File: src/hdl/adc_ctrl_consts.svh
// Purpose: Named constants for the converter control register slice
// Assumes: 7-bit register address, 9-bit register data
// Notes:   Definitions only
`ifndef ADC_CTRL_CONSTS_SVH
`define ADC_CTRL_CONSTS_SVH
// ****************************************
// Register addresses
// ****************************************
`define ADDR_LEFT_GAIN      7'h0E
`define ADDR_RIGHT_GAIN     7'h0F
`define ADDR_LEVEL_CTRL1    7'h10
`define ADDR_LEVEL_CTRL2    7'h11
`define ADDR_GATE           7'h13
`define ADDR_LIMITER        7'h14
`define ADDR_MIXER          7'h15
`define ADDR_SW_RESET       7'h17
// ****************************************
// Field positions
// ****************************************
`define GATE_ON_BIT         0
`define GATE_TH_HI          4
`define GATE_TH_LO          2
`define ATT_HI              3
`define ATT_LO              0
`define TWIN_HI             6
`define TWIN_LO             4
`define SEL_HI              3
`define SEL_LO              0
`define RMUTE_BIT           6
`define LMUTE_BIT           7
`define BOTH_BIT            8
`define GAIN_HI             7
`define GAIN_LO             0
`define FUNC_HI             8
`define FUNC_LO             7
`define LC_ON_BIT           8
// ****************************************
// Reset values and codes
// ****************************************
`define RST_GAIN            8'hCF
`define RST_GATE_TH         3'h0
`define RST_ATT             4'h6
`define RST_TWIN            3'h2
`define RST_SEL             4'h1
`define FUNC_LIMITER        2'h0
`define ATT_LIM_LOW         4'h3
`define ATT_LIM_HIGH        4'hC
`define ATT_LIM_BASE_DB     5'h03
`define ATT_ALC_LOW         4'hA
`define ATT_ALC_BASE_DB     5'h01
`define ATT_ALC_FIRST_DB    5'h05
`define ATT_ALC_STEP_DB     5'h04
`define GATE_TH_BASE_DB     7'h4E
`define GATE_TH_STEP_DB     7'h06
`endif

File: src/hdl/adc_ctrl_pkg.sv
// Purpose: Types for the converter control register slice
// Assumes: Nothing beyond the constants header
// Notes:   Holds the one state struct
package adc_ctrl_pkg;
   typedef struct packed {
      logic       sync1;
      logic       sync2;
      logic       gate_on;
      logic [2:0] gate_threshold;
      logic [3:0] attenuation_floor;
      logic [2:0] transient_window_len;
      logic [3:0] input_select;
      logic       right_mute;
      logic       left_mute;
      logic       gain_write_both;
      logic [7:0] left_gain;
      logic [7:0] right_gain;
      logic [1:0] level_func_select;
      logic       level_ctrl_on;
   } regs_t;
endpackage

File: src/hdl/adc_gain_mux_control_regs.sv
// Purpose: Control registers for gate, limiter floor, window, input mux, mutes, gains
// Assumes: Serial control port decoded outside into a one-cycle write strobe
// Notes:   Write-only slice; decoded settings are combinational decodes of flip-flop state
//
// Operation
// - Gate enable bit 0 turns noise gate on, only while level control active and not in limiter mode.
// - Gate threshold bits 4:2 give -78 dBFS up to -36 dBFS in 6 dB steps.
// - Limiter floor: -3 dB up to code 0011, 1 dB per code, -12 dB max.
// - Level-control floor: -1 dB to 1010, -5 dB at 1011, then 4 dB steps.
// - Window bits 6:4: 000 off, 001 62.5 us, 010 125 us, 111 4 ms.
// - One-hot input select routes one of four input pairs to both channels.
// - Right mute bit 6 silences right channel while one.
// - Left mute bit 7 silences left channel while one.
// - With both-channels flag set, a gain write lands in both gain registers.
// - Any write to software reset register restores all registers; stores nothing.
// - Gain registers hold eight-bit codes in 0.5 dB steps, reset code CF.
// - Level-control enable turns limiter or level control on; gate, floor need it.
`timescale 1ns/1ns
`include "adc_ctrl_consts.svh"

module adc_gain_mux_control_regs
   import adc_ctrl_pkg::*;
(
   input  wire logic       sys_clk_i,
   input  wire logic       resetn_i,
   input  wire logic       wr_en_i,
   input  wire logic [6:0] wr_addr_i,
   input  wire logic [8:0] wr_data_i,
   output logic            gate_active_o,
   output logic [6:0]      gate_threshold_dbfs_neg_o,
   output logic            level_active_o,
   output logic            limiter_mode_o,
   output logic [1:0]      level_func_select_o,
   output logic [4:0]      attenuation_floor_db_o,
   output logic [2:0]      transient_window_len_o,
   output logic            window_on_o,
   output logic [3:0]      input_pair_sel_o,
   output logic            input_sel_valid_o,
   output logic            right_mute_o,
   output logic            left_mute_o,
   output logic [7:0]      left_gain_o,
   output logic [7:0]      right_gain_o
);

   // ****************************************
   // Functions
   // ****************************************
   // Floor depth in dB below static gain, magnitude only
   function automatic logic [4:0] floor_db(input logic limiter, input logic [3:0] code);
      logic [4:0] v;
      v = 5'h00;
      if (limiter) begin
         if (code <= `ATT_LIM_LOW) v = `ATT_LIM_BASE_DB;
         else if (code >= `ATT_LIM_HIGH) v = {1'b0, `ATT_LIM_HIGH};
         else v = {1'b0, code};
      end else begin
         if (code <= `ATT_ALC_LOW) v = `ATT_ALC_BASE_DB;
         else v = 5'(`ATT_ALC_FIRST_DB
                  + `ATT_ALC_STEP_DB * 5'(code - `ATT_ALC_LOW - 4'h1));
      end
      return v;
   endfunction

   // A select with no bit or several bits set routes no pair
   function automatic logic one_hot4(input logic [3:0] s);
      return (s == 4'h1) || (s == 4'h2) || (s == 4'h4) || (s == 4'h8);
   endfunction

   // ****************************************
   // Reset synchroniser and state
   // ****************************************
   regs_t r_reg;
   regs_t r_next;
   logic  rst_n;

   assign rst_n = r_reg.sync2;

   function automatic regs_t reset_values(input regs_t cur);
      regs_t v;
      v = cur;
      v.gate_on              = 1'b0;
      v.gate_threshold       = `RST_GATE_TH;
      v.attenuation_floor    = `RST_ATT;
      v.transient_window_len = `RST_TWIN;
      v.input_select         = `RST_SEL;
      v.right_mute           = 1'b0;
      v.left_mute            = 1'b0;
      v.gain_write_both      = 1'b0;
      v.left_gain            = `RST_GAIN;
      v.right_gain           = `RST_GAIN;
      v.level_func_select    = `FUNC_LIMITER;
      v.level_ctrl_on        = 1'b0;
      return v;
   endfunction

   // ****************************************
   // Next state
   // ****************************************
   // Unmapped or unknown addresses are ignored; bits outside fields are dropped
   always_comb begin
      r_next = r_reg;
      r_next.sync1 = 1'b1;
      r_next.sync2 = r_reg.sync1;
      if (!rst_n) begin
         r_next = reset_values(r_next);
      end else if (wr_en_i) begin
         unique case (wr_addr_i)
            `ADDR_GATE: begin
               r_next.gate_on        = wr_data_i[`GATE_ON_BIT];
               r_next.gate_threshold = wr_data_i[`GATE_TH_HI:`GATE_TH_LO];
            end
            `ADDR_LIMITER: begin
               r_next.attenuation_floor    = wr_data_i[`ATT_HI:`ATT_LO];
               r_next.transient_window_len = wr_data_i[`TWIN_HI:`TWIN_LO];
            end
            `ADDR_MIXER: begin
               r_next.input_select    = wr_data_i[`SEL_HI:`SEL_LO];
               r_next.right_mute      = wr_data_i[`RMUTE_BIT];
               r_next.left_mute       = wr_data_i[`LMUTE_BIT];
               r_next.gain_write_both = wr_data_i[`BOTH_BIT];
            end
            `ADDR_LEFT_GAIN: begin
               r_next.left_gain = wr_data_i[`GAIN_HI:`GAIN_LO];
               if (r_reg.gain_write_both) r_next.right_gain = wr_data_i[`GAIN_HI:`GAIN_LO];
            end
            `ADDR_RIGHT_GAIN: begin
               r_next.right_gain = wr_data_i[`GAIN_HI:`GAIN_LO];
               if (r_reg.gain_write_both) r_next.left_gain = wr_data_i[`GAIN_HI:`GAIN_LO];
            end
            `ADDR_LEVEL_CTRL1: begin
               r_next.level_func_select = wr_data_i[`FUNC_HI:`FUNC_LO];
            end
            `ADDR_LEVEL_CTRL2: begin
               r_next.level_ctrl_on = wr_data_i[`LC_ON_BIT];
            end
            `ADDR_SW_RESET: begin
               r_next = reset_values(r_next);
            end
            default: begin
            end
         endcase
      end
   end

   always_ff @(posedge sys_clk_i or negedge resetn_i) begin
      if (!resetn_i) begin
         r_reg <= '0;
      end else begin
         r_reg <= r_next;
      end
   end

   // ****************************************
   // Decoded outputs
   // ****************************************
   // Outputs derive only from registered state, so they hold steady between writes
   logic lim;
   assign lim = (r_reg.level_func_select == `FUNC_LIMITER);

   assign level_active_o            = r_reg.level_ctrl_on;
   assign gate_active_o             = r_reg.gate_on && r_reg.level_ctrl_on && !lim;
   assign gate_threshold_dbfs_neg_o = 7'(`GATE_TH_BASE_DB
                                      - `GATE_TH_STEP_DB * 7'(r_reg.gate_threshold));
   assign limiter_mode_o            = lim;
   assign level_func_select_o       = r_reg.level_func_select;
   assign attenuation_floor_db_o    = r_reg.level_ctrl_on
                                      ? floor_db(lim, r_reg.attenuation_floor) : 5'h00;
   assign transient_window_len_o    = r_reg.transient_window_len;
   assign window_on_o               = (r_reg.transient_window_len != 3'h0);
   assign input_pair_sel_o          = r_reg.input_select;
   assign input_sel_valid_o         = one_hot4(r_reg.input_select);
   assign right_mute_o              = r_reg.right_mute;
   assign left_mute_o               = r_reg.left_mute;
   assign left_gain_o               = r_reg.left_gain;
   assign right_gain_o              = r_reg.right_gain;

endmodule // adc_gain_mux_control_regs

File: config.mk
export PLATFORM = sky130hd
export DESIGN_NAME = adc_gain_mux_control_regs
export DESIGN_NICKNAME = d
export VERILOG_FILES = /design/src/hdl/adc_ctrl_pkg.sv /design/src/hdl/adc_gain_mux_control_regs.sv
export VERILOG_INCLUDE_DIRS = /design/src /design/src/hdl
export SDC_FILE = /design/constraint.sdc
export NUM_CORES = 1
export LEC_CHECK = 0
export ABC_CLOCK_PERIOD_IN_PS = 2210
export CORE_ASPECT_RATIO = 1.1
export CORE_UTILIZATION = 25
export CTS_BUF_LIST = sky130_fd_sc_hd__clkbuf_4 sky130_fd_sc_hd__clkbuf_8 sky130_fd_sc_hd__clkbuf_16
export DETAILED_ROUTE_END_ITERATION = 12
export DONT_BUFFER_PORTS = 1
export MAX_ROUTING_LAYER = met4
export PLACE_DENSITY = 0.48
export SETUP_SLACK_MARGIN = 0.4
export SLEW_MARGIN = 20
export SYNTH_ARGS = -nofsm -noshare
export SYNTH_HDL_FRONTEND = slang
export SYNTH_SLANG_ARGS = --single-unit
export TNS_END_PERCENT = 10
File: constraint.sdc
create_clock -name sys_clk_i -period 2.21 [get_ports sys_clk_i]
set_input_delay 0.3315 -clock sys_clk_i [delete_from_list [all_inputs] [get_ports sys_clk_i]]
set_output_delay 0.3315 -clock sys_clk_i [all_outputs]
set_load 0.05 [all_outputs]
Word-level counts from Yosys, hierarchy flattened
Cells that the tools add are included.

Bits of input ports: 19. Bits in registers: 39. Logic and storage cells: 72.

Mux-type cells: 14. Multiply operators: 1. Reduce and logical (&&, ||, !) cells: 15. Equality and inequality tests: 21. Magnitude comparators: 3. Add/subtract/negate cells: 4.

Operators with widths (number): $mux W37 (2); $pmux W16 S3 (1); $eq A7 B5 Y1 const B (6); $pmux W7 S2 (2); $mux W5 (3); $ne A3 B1 Y1 const B (5); $eq A7 B4 Y1 const B (2); $reduce_and A2 Y1 (5); $mux W4 (2); $mux W8 (1); $pmux W4 S2 (1); $sub A7 B6 Y7 const A (1); $ne A3 B3 Y1 const B (2); $reduce_and A3 Y1 (2); $add A3 B5 Y5 const A (1); $mul A2 B3 Y5 const A (1); $eq A4 B1 Y1 const B (1); $eq A4 B2 Y1 const B (1); $eq A4 B3 Y1 const B (1); $eq A4 B4 Y1 const B (1); $ge A4 B4 Y1 const B (1); $le A4 B2 Y1 const B (1); $le A4 B4 Y1 const B (1); $ne A4 B1 Y1 const B (1); 10 further kinds (13).

Logic depth before layout (Yosys ltp)
Gate-level depths: netlist of run 1.

Depth after elaboration: 6. Depth in mapped cells: 6.

Worst setup path before layout of run 1
OpenSTA, ideal clock, no wires.

Path kind: flip-flop to output port. Start: register r_reg[29] in the netlist's numbering. End: output attenuation_floor_db_o[4]. Arrival: 2.290 ns. Setup slack: -0.411 ns. Data required time: 1.879 ns. Buffers on the path: 0. Stages on the path, launching flop included: 6. Cells stage by stage: dfrtp_1 inv_1 ha_1 xor2_1 or3_1 a211oi_1.

Cells in the longest elaborated chain, start to end: 6. Elaborated cells on any way between the ends: 7. Classes of those cells: add/sub (3); order compare (1); mux (3).

RTL lines: from (decl) (line adc_gain_mux_control_regs.sv:72) `regs_t r_reg;`; from (signal assigned) (line adc_gain_mux_control_regs.sv:149) `r_reg <= r_next;`; $sub A3 B2 Y3 (no source line); $sub A3 B1 Y3 (line adc_gain_mux_control_regs.sv:59) `` + `ATT_ALC_STEP_DB * 5'(code - `ATT_ALC_LOW - 4'h1)); ``; $add A3 B5 Y5 (no source line); $mux W5 * (line adc_gain_mux_control_regs.sv:57) `` if (code <= `ATT_ALC_LOW) v = `ATT_ALC_BASE_DB; ``; $mux W5 * (line adc_gain_mux_control_regs.sv:52) `if (limiter) begin`; $mux W5 * (line adc_gain_mux_control_regs.sv:167) `? floor_db(lim, r_reg.attenuation_floor) : 5'h00;`; to (decl) (line adc_gain_mux_control_regs.sv:34) `output logic [4:0] attenuation_floor_db_o,`.

Mark *: on every way between the ends. The rest lies on a longest branch, timed or not.

Final worst setup path of run 1
Start: register r_reg[34] in the netlist's numbering. End: output gate_threshold_dbfs_neg_o[5].

Cells in the longest elaborated chain, start to end: 2.

RTL lines: $mul A2 B3 Y5 (no source line); $sub A7 B6 Y7 (no source line); to (decl) (line adc_gain_mux_control_regs.sv:30) `output logic [6:0] gate_threshold_dbfs_neg_o,`.

Every way passes these cells.

==> run_results.csv, run 1 <==
group,metric,value,unit
outcome,outcome,"finished, final reports clean",
clocking,clk_pin_slew,0.08,ns
grt,first_global_vias,1579,
layout,mostFrequentLayoutCells,"35 x dfrtp_1, 24 x nand2_1, 21 x inv_1",
pwr,ir_drop,0.213,mV
clocking,clock-root-buffer,"clkbuf_8",
yosys,synthCells,224,
timing,setup_viol,0,
yosys,synth_top_area_share,45.8,%
yosys,synthesis.nets,250,
placement,gp_congestion,0.780,
timing,worstMarginPinSlew,0.700,ns
layout,area_growth,16.4,%
floorplanning,rows,34,
timing,drv_slew,0,
clocking,cts_buffers,5,
yosys,yosys.area.top_type,"dfrtp_1",
yosys,syn_avg_cell_area,9.52,um^2
route,antenna_left,0,
yosys,ys_warn_count,0,
layout,nNetsFinal,253,
grt,gr-total-overflow,0,
layout,drive_gt1_share,25.9,%
floorplanning,die_width,90.1,um
grt,grt_max_degree,40,
route,first_iter_violations,53,
critical_path,crit_chain,"ha_2, inv_2, fa_2, xor2_2, ha_1, buf_6",
placement,post-place-ws,0.215,ns
critical_path,rr_startpoint,"rst_n$_DFF_PN0_",
critical_path,end_kind,"output port",
timing,final.setup.tns,0,ns
yosys,ys_seq_area_share,45.8,%
yosys,synth_area_leaders,"dfrtp_1 46%, buf_4 9.2%, o22a_1 4.9%",
clocking,insertion_delay,0.29,ns
floorplanning,core_area,0.00808,mm^2
pwr,power_leakage,1.01,nW
timing,rsz0062_at_grt,"yes",
min_path,min_path_type,"primary input to flop",
floorplanning,start_util,26.4,%
grt,antenna_found_initial,0,
timing,fin_skew,0.00588,ns
floorplanning,dieArea,0.00890,mm^2
flow_run,drv_cap,0,
route,dr.pass1.iters,4,
pwr,p_per_area,690,mW/mm^2
critical_path,cp-startpoint,"r_reg[34]$_DFFE_PN0P_",
layout,antenna_cells,0,
critical_path,worstPathArrival,1.86,ns
critical_path,cp.required,1.88,ns
clocking,cts_tree,"built",
timing,min_period_over_period,99.2,%
route,drc,0,
route,viasPerCell,4.47,
layout,largest_reg_flops,10,
layout,fill_cells,861,
yosys,synth-seq-cells,39,
route,wl,5230,um
route,wl_per_cell,15.6,um
critical_path,slowest_stage,"dfrtp_1",
clocking,cts_htree_levels,2,
placement,dp_hpwl,3850,um
grt,grt_usage,12.9,%
grt,grt_pass1_wl,8560,um
timing,fin_ws,0.0173,ns
layout,fin_util,30.7,%
clocking,clockBufferDepth,2,
yosys,yosysUniqueCellTypes,38,
timing,min_period,2.19,ns
route,via_count,1503,
min_path,holdCritStartpoint,"wr_data_i[6]",
critical_path,worst-setup-path-type,"flop to output port",
layout,final_common_cell,"dfrtp_1",
floorplanning,io_pins,63,
yosys,syn_area,0.00213,mm^2
critical_path,cp-start-kind,"flop",
placement,port_buffers,0,
critical_path,slowest_delay,0.39,ns
critical_path,rrSetupSlack,0.61,ns
timing,hold_viol,0,
timing,clock.fmax,0.456,GHz
timing,slew_headroom,53.3,%
floorplanning,fp.dieH,98.9,um
critical_path,cp_max_fo,3,
clocking,cts.sinks,39,
synth_stat cells:
| cell type | n |
|---|---|
| a211oi_1 | 1 |
| a21oi_1 | 12 |
| a21oi_2 | 2 |
| a41oi_1 | 2 |
| and3_1 | 1 |
| and3b_1 | 1 |
| buf_2 | 2 |
| buf_4 | 26 |
| buf_6 | 1 |
| clkbuf_1 | 3 |
| conb_1 | 2 |
| dfrtp_1 | 39 |
| fa_1 | 1 |
| ha_1 | 6 |
| inv_1 | 23 |
| mux2_2 | 1 |
| mux2i_1 | 6 |
| nand2_1 | 24 |
| nand2b_1 | 1 |
| nand3_1 | 3 |
| nand3b_1 | 1 |
| nor2_1 | 7 |
| nor2b_1 | 2 |
| nor3_1 | 5 |
| nor3b_1 | 4 |
| nor4_1 | 2 |
| o2111ai_1 | 1 |
| o21ai_0 | 15 |
| o21ai_1 | 1 |
| o22a_1 | 12 |
| o22ai_1 | 4 |
| o32ai_1 | 1 |
| o41a_1 | 1 |
| or2_2 | 1 |
| or3_1 | 4 |
| or3b_4 | 1 |
| xnor2_1 | 2 |
| xor2_1 | 3 |
per-stage QoR:
stage / hold slack, ns / cell area [um^2] / std cells / total power, mW
floorplan: 0.0359 / 2170 / 224 / 1.12
global placement: 0.0377 / 2260 / 321 / 1.17
detailed placement: 0.0378 / 2260 / 321 / 1.17
CTS: 0.149 / 2440 / 336 / 1.72
global route: 0.141 / 2480 / 336 / 1.81
finish: 0.162 / 2480 / 336 / 1.71
what timing repair did:
action | in CTS | in global routing
endpoints found under the setup margin | 9 | 12
hold endpoints to repair | 39 | 0
pin swaps | 4 | 7
hold buffers | 2 | 0
gates resized for setup | 7 | 16
buffers inserted | 5 | 0
metal layers:
layer  global-route usage, %  routed length, um  up-vias
met4                    3.72                 65        0
met5                       -                  0        -
met2                    20.9               2540       37
met3                    3.94                317        7
met1                    15.6               2310      720
li1                        -                  -      739
where the power goes:
part / total [mW] / switching, mW / internal, mW
Combinational: 0.402 / 0.271 / 0.130
Sequential: 0.812 / 0.0647 / 0.747
Clock: 0.500 / 0.253 / 0.246
area by class of cell:
cell class                 count  area, um^2  area share, %
clock buffer                   7        83.8           3.38
clock inverter                 1        5.00          0.202
inverter                      23        90.1           3.63
multi-input combinational    130         917           37.0
sequential                    39         981           39.5
tap                          108         135           5.45
timing repair buffer          28         269           10.8
path summary, 6_finish.rpt:
path | end | depth (start not counted)
worst min-delay path | left_gain_o[6]$_DFFE_PN0P_ | 1
worst max-delay path | gate_threshold_dbfs_neg_o[5] | 6
min in group asynchronous | r_reg[33]$_DFFE_PN0P_ | 2
max in group asynchronous | r_reg[31]$_DFFE_PN0P_ | 2
worst min register to register | rst_n$_DFF_PN0_ | 0
worst max register to register | level_active_o$_DFFE_PN0P_ | 3
critical path, delay by kind of cell (launching register included):
family	cells	cell delay [ns]
adders and majority gates	3	0.83
xor gates and xnor gates	1	0.16
buffers and inverters	2	0.19
DFF	1	0.39
logic make-up (layout without fill, tap and decap cells):
family	after synthesis	after routing	share of synthesized area, %
AND/OR/NAND/NOR	57	57	13.3
multiplexers	7	7	3.35
other	2	2	0.352
adder cells (fa/ha/maj)	7	7	4.46
AO/OA/AOI/OAI	52	52	16.0
flip-flops	39	39	45.8
XOR/XNOR	5	5	2.05
buffers and inverters	55	59	14.7
No activity file was read; power rests on OpenSTA's default activity.
==> inputs of run 2 (changes only) <==
--- a/config.mk
+++ b/config.mk
@@ -14,6 +14,7 @@
 export DONT_BUFFER_PORTS = 1
 export MAX_ROUTING_LAYER = met4
 export PLACE_DENSITY = 0.48
+export REMOVE_ABC_BUFFERS = 1
 export SETUP_SLACK_MARGIN = 0.4
 export SLEW_MARGIN = 20
 export SYNTH_ARGS = -nofsm -noshare
==> run 2 against run 1 <==
  * Register-to-register slack improved by 0.06 ns
  * Die area unchanged
  * Global-route usage decreased by 0.92 points
  * Clock skew decreased by 0.0018 ns
  * First-iteration DRC count decreased by 30%
  * Cell area decreased by 1.8%
  * Non-clock buffer count decreased by 3
  * Critical path depth unchanged
  * Clock-buffer cell count decreased by 1
  * Sequential cell count unchanged
  * Critical path type unchanged
  * Largest power group unchanged
  * Highest routed layer unchanged
==> run_results.csv, run 2 (synthesized netlist as in run 1, its figures left out) <==
group,metric,value,unit
clocking,cts_buffers,5,
critical_path,worstPathArrival,1.84,ns
critical_path,rr_startpoint,"rst_n$_DFF_PN0_",
pwr,power_leakage,1.01,nW
clocking,cts_htree_levels,2,
min_path,min_path_type,"primary input to flop",
placement,port_buffers,0,
clocking,clk_pin_slew,0.07,ns
route,first_iter_violations,37,
route,wl_per_cell,14.7,um
layout,nNetsFinal,250,
timing,worstMarginPinSlew,0.539,ns
critical_path,cp-start-kind,"flop",
timing,fin_skew,0.00407,ns
timing,drv_slew,0,
layout,mostFrequentLayoutCells,"35 x dfrtp_1, 24 x nand2_1, 21 x inv_1",
placement,dp_hpwl,3720,um
layout,antenna_cells,0,
pwr,ir_drop,0.261,mV
clocking,clock-root-buffer,"clkbuf_8",
pwr,p_per_area,740,mW/mm^2
placement,gp_congestion,0.842,
route,antenna_left,0,
critical_path,cp-startpoint,"r_reg[29]$_DFFE_PN0P_",
critical_path,rrSetupSlack,0.67,ns
layout,area_growth,14.3,%
clocking,insertion_delay,0.28,ns
timing,slew_headroom,64.0,%
timing,rsz0062_at_grt,"yes",
layout,stdcell_count,333,
floorplanning,fp.dieH,98.9,um
outcome,outcome,"finished, final reports clean",
route,drc,0,
grt,grt_pass1_wl,8140,um
route,wl,4900,um
timing,min_period_over_period,98.2,%
route,dr.pass1.iters,4,
grt,grt_max_degree,40,
floorplanning,start_util,26.4,%
min_path,holdCritStartpoint,"wr_data_i[7]",
flow_run,drv_cap,0,
floorplanning,rows,34,
layout,drive_gt1_share,23.1,%
timing,min_period,2.17,ns
grt,antenna_found_initial,0,
critical_path,end_kind,"output port",
grt,gr-total-overflow,0,
layout,largest_reg_flops,10,
timing,hold_viol,0,
critical_path,cp_max_fo,6,
floorplanning,core_area,0.00808,mm^2
floorplanning,die_width,90.1,um
clocking,cts.sinks,39,
floorplanning,dieArea,0.00890,mm^2
critical_path,worst-setup-path-type,"flop to output port",
route,viasPerCell,4.47,
timing,clock.fmax,0.461,GHz
critical_path,cp.required,1.88,ns
timing,whs,0.166,ns
layout,final_common_cell,"dfrtp_1",
timing,setup_viol,0,
grt,grt_usage,12.0,%
grt,first_global_vias,1549,
clocking,clockBufferDepth,2,
route,via_count,1490,
floorplanning,io_pins,63,
clocking,cts_tree,"built",
placement,placed_cells,321,
==> run 2: cell types whose count changed in the layout (fill, tap and decap cells not counted), moves of 2 or more <==
cell      previous run  this run
o21ai_0             11        13
ha_2                 3         1
buf_12               3         1
clkbuf_4             2         0
buf_4               19        17
ha_1                 3         5
o21ai_1              5         3
==> run 2: through the flow <==
step | total power [mW] | setup slack [ns] | setup TNS [ns] | instance area (um^2) | utilization (%)
after floorplan | 1.08 | -0.624 | -1.77 | 1900 | -
after CTS | 1.83 | 0.0125 | 0 | 2400 | 29.7
final | 1.80 | 0.0395 | 0 | 2440 | 30.2
after global placement | 1.16 | 0.286 | 0 | 2220 | 27.4
after detailed placement | 1.17 | 0.256 | 0 | 2220 | 27.4
after global routing | 1.90 | -0.0578 | -0.107 | 2440 | 30.2
==> run 2: area by class of cell <==
cell class	instances	area, um^2
Clock buffer	6	82.6
Clock inverter	2	35.0
Fill cell	867	5650
Inverter	23	88.8
Multi-Input combinational cell	130	890
Sequential cell	39	981
Tap cell	108	135
Timing Repair Buffer	25	225
==> run 2: critical path: stages, from the launching register on <==
cell and delay (ns):
dfrtp_2 0.41, inv_1 0.06, ha_1 0.21, xor2_1 0.15, or3_1 0.32, a211oi_2 0.22, buf_6 0.19
==> run 2: worst paths after layout <==
path | depth (start not counted) | endpoint
min | 1 | left_gain_o[7]$_DFFE_PN0P_
max in group asynchronous | 2 | r_reg[29]$_DFFE_PN0P_
max reg2reg | 3 | level_active_o$_DFFE_PN0P_
max | 6 | attenuation_floor_db_o[4]
min in group asynchronous | 2 | transient_window_len_o[1]$_DFFE_PN0P_
min reg2reg | 0 | rst_n$_DFF_PN0_
==> run 2: power by group <==
part           internal, mW  switching (mW)
registers             0.747          0.0765
logic                 0.121           0.250
clock network         0.365           0.245
total                  1.23           0.572
==> run 2: timing repair <==
action                                  CTS  global route
pin swaps                                 3             6
buffers inserted                          2             0
hold buffers                              2             0
resized for setup                         6            14
cloned                                    0             0
endpoints found under the hold margin    39             0
endpoints found under the setup margin    9            12
==> run 2: layer usage <==
| metal | vias up | part of all wire [%] | global-route usage [%] |
|---|---|---|---|
| li1 | 729 | - | - |
| met1 | 714 | 43 | 14.2 |
| met2 | 42 | 48 | 19.4 |
| met3 | 5 | 6.9 | 4.01 |
| met4 | 0 | 1.2 | 3.72 |
| met5 | - | 0 | - |
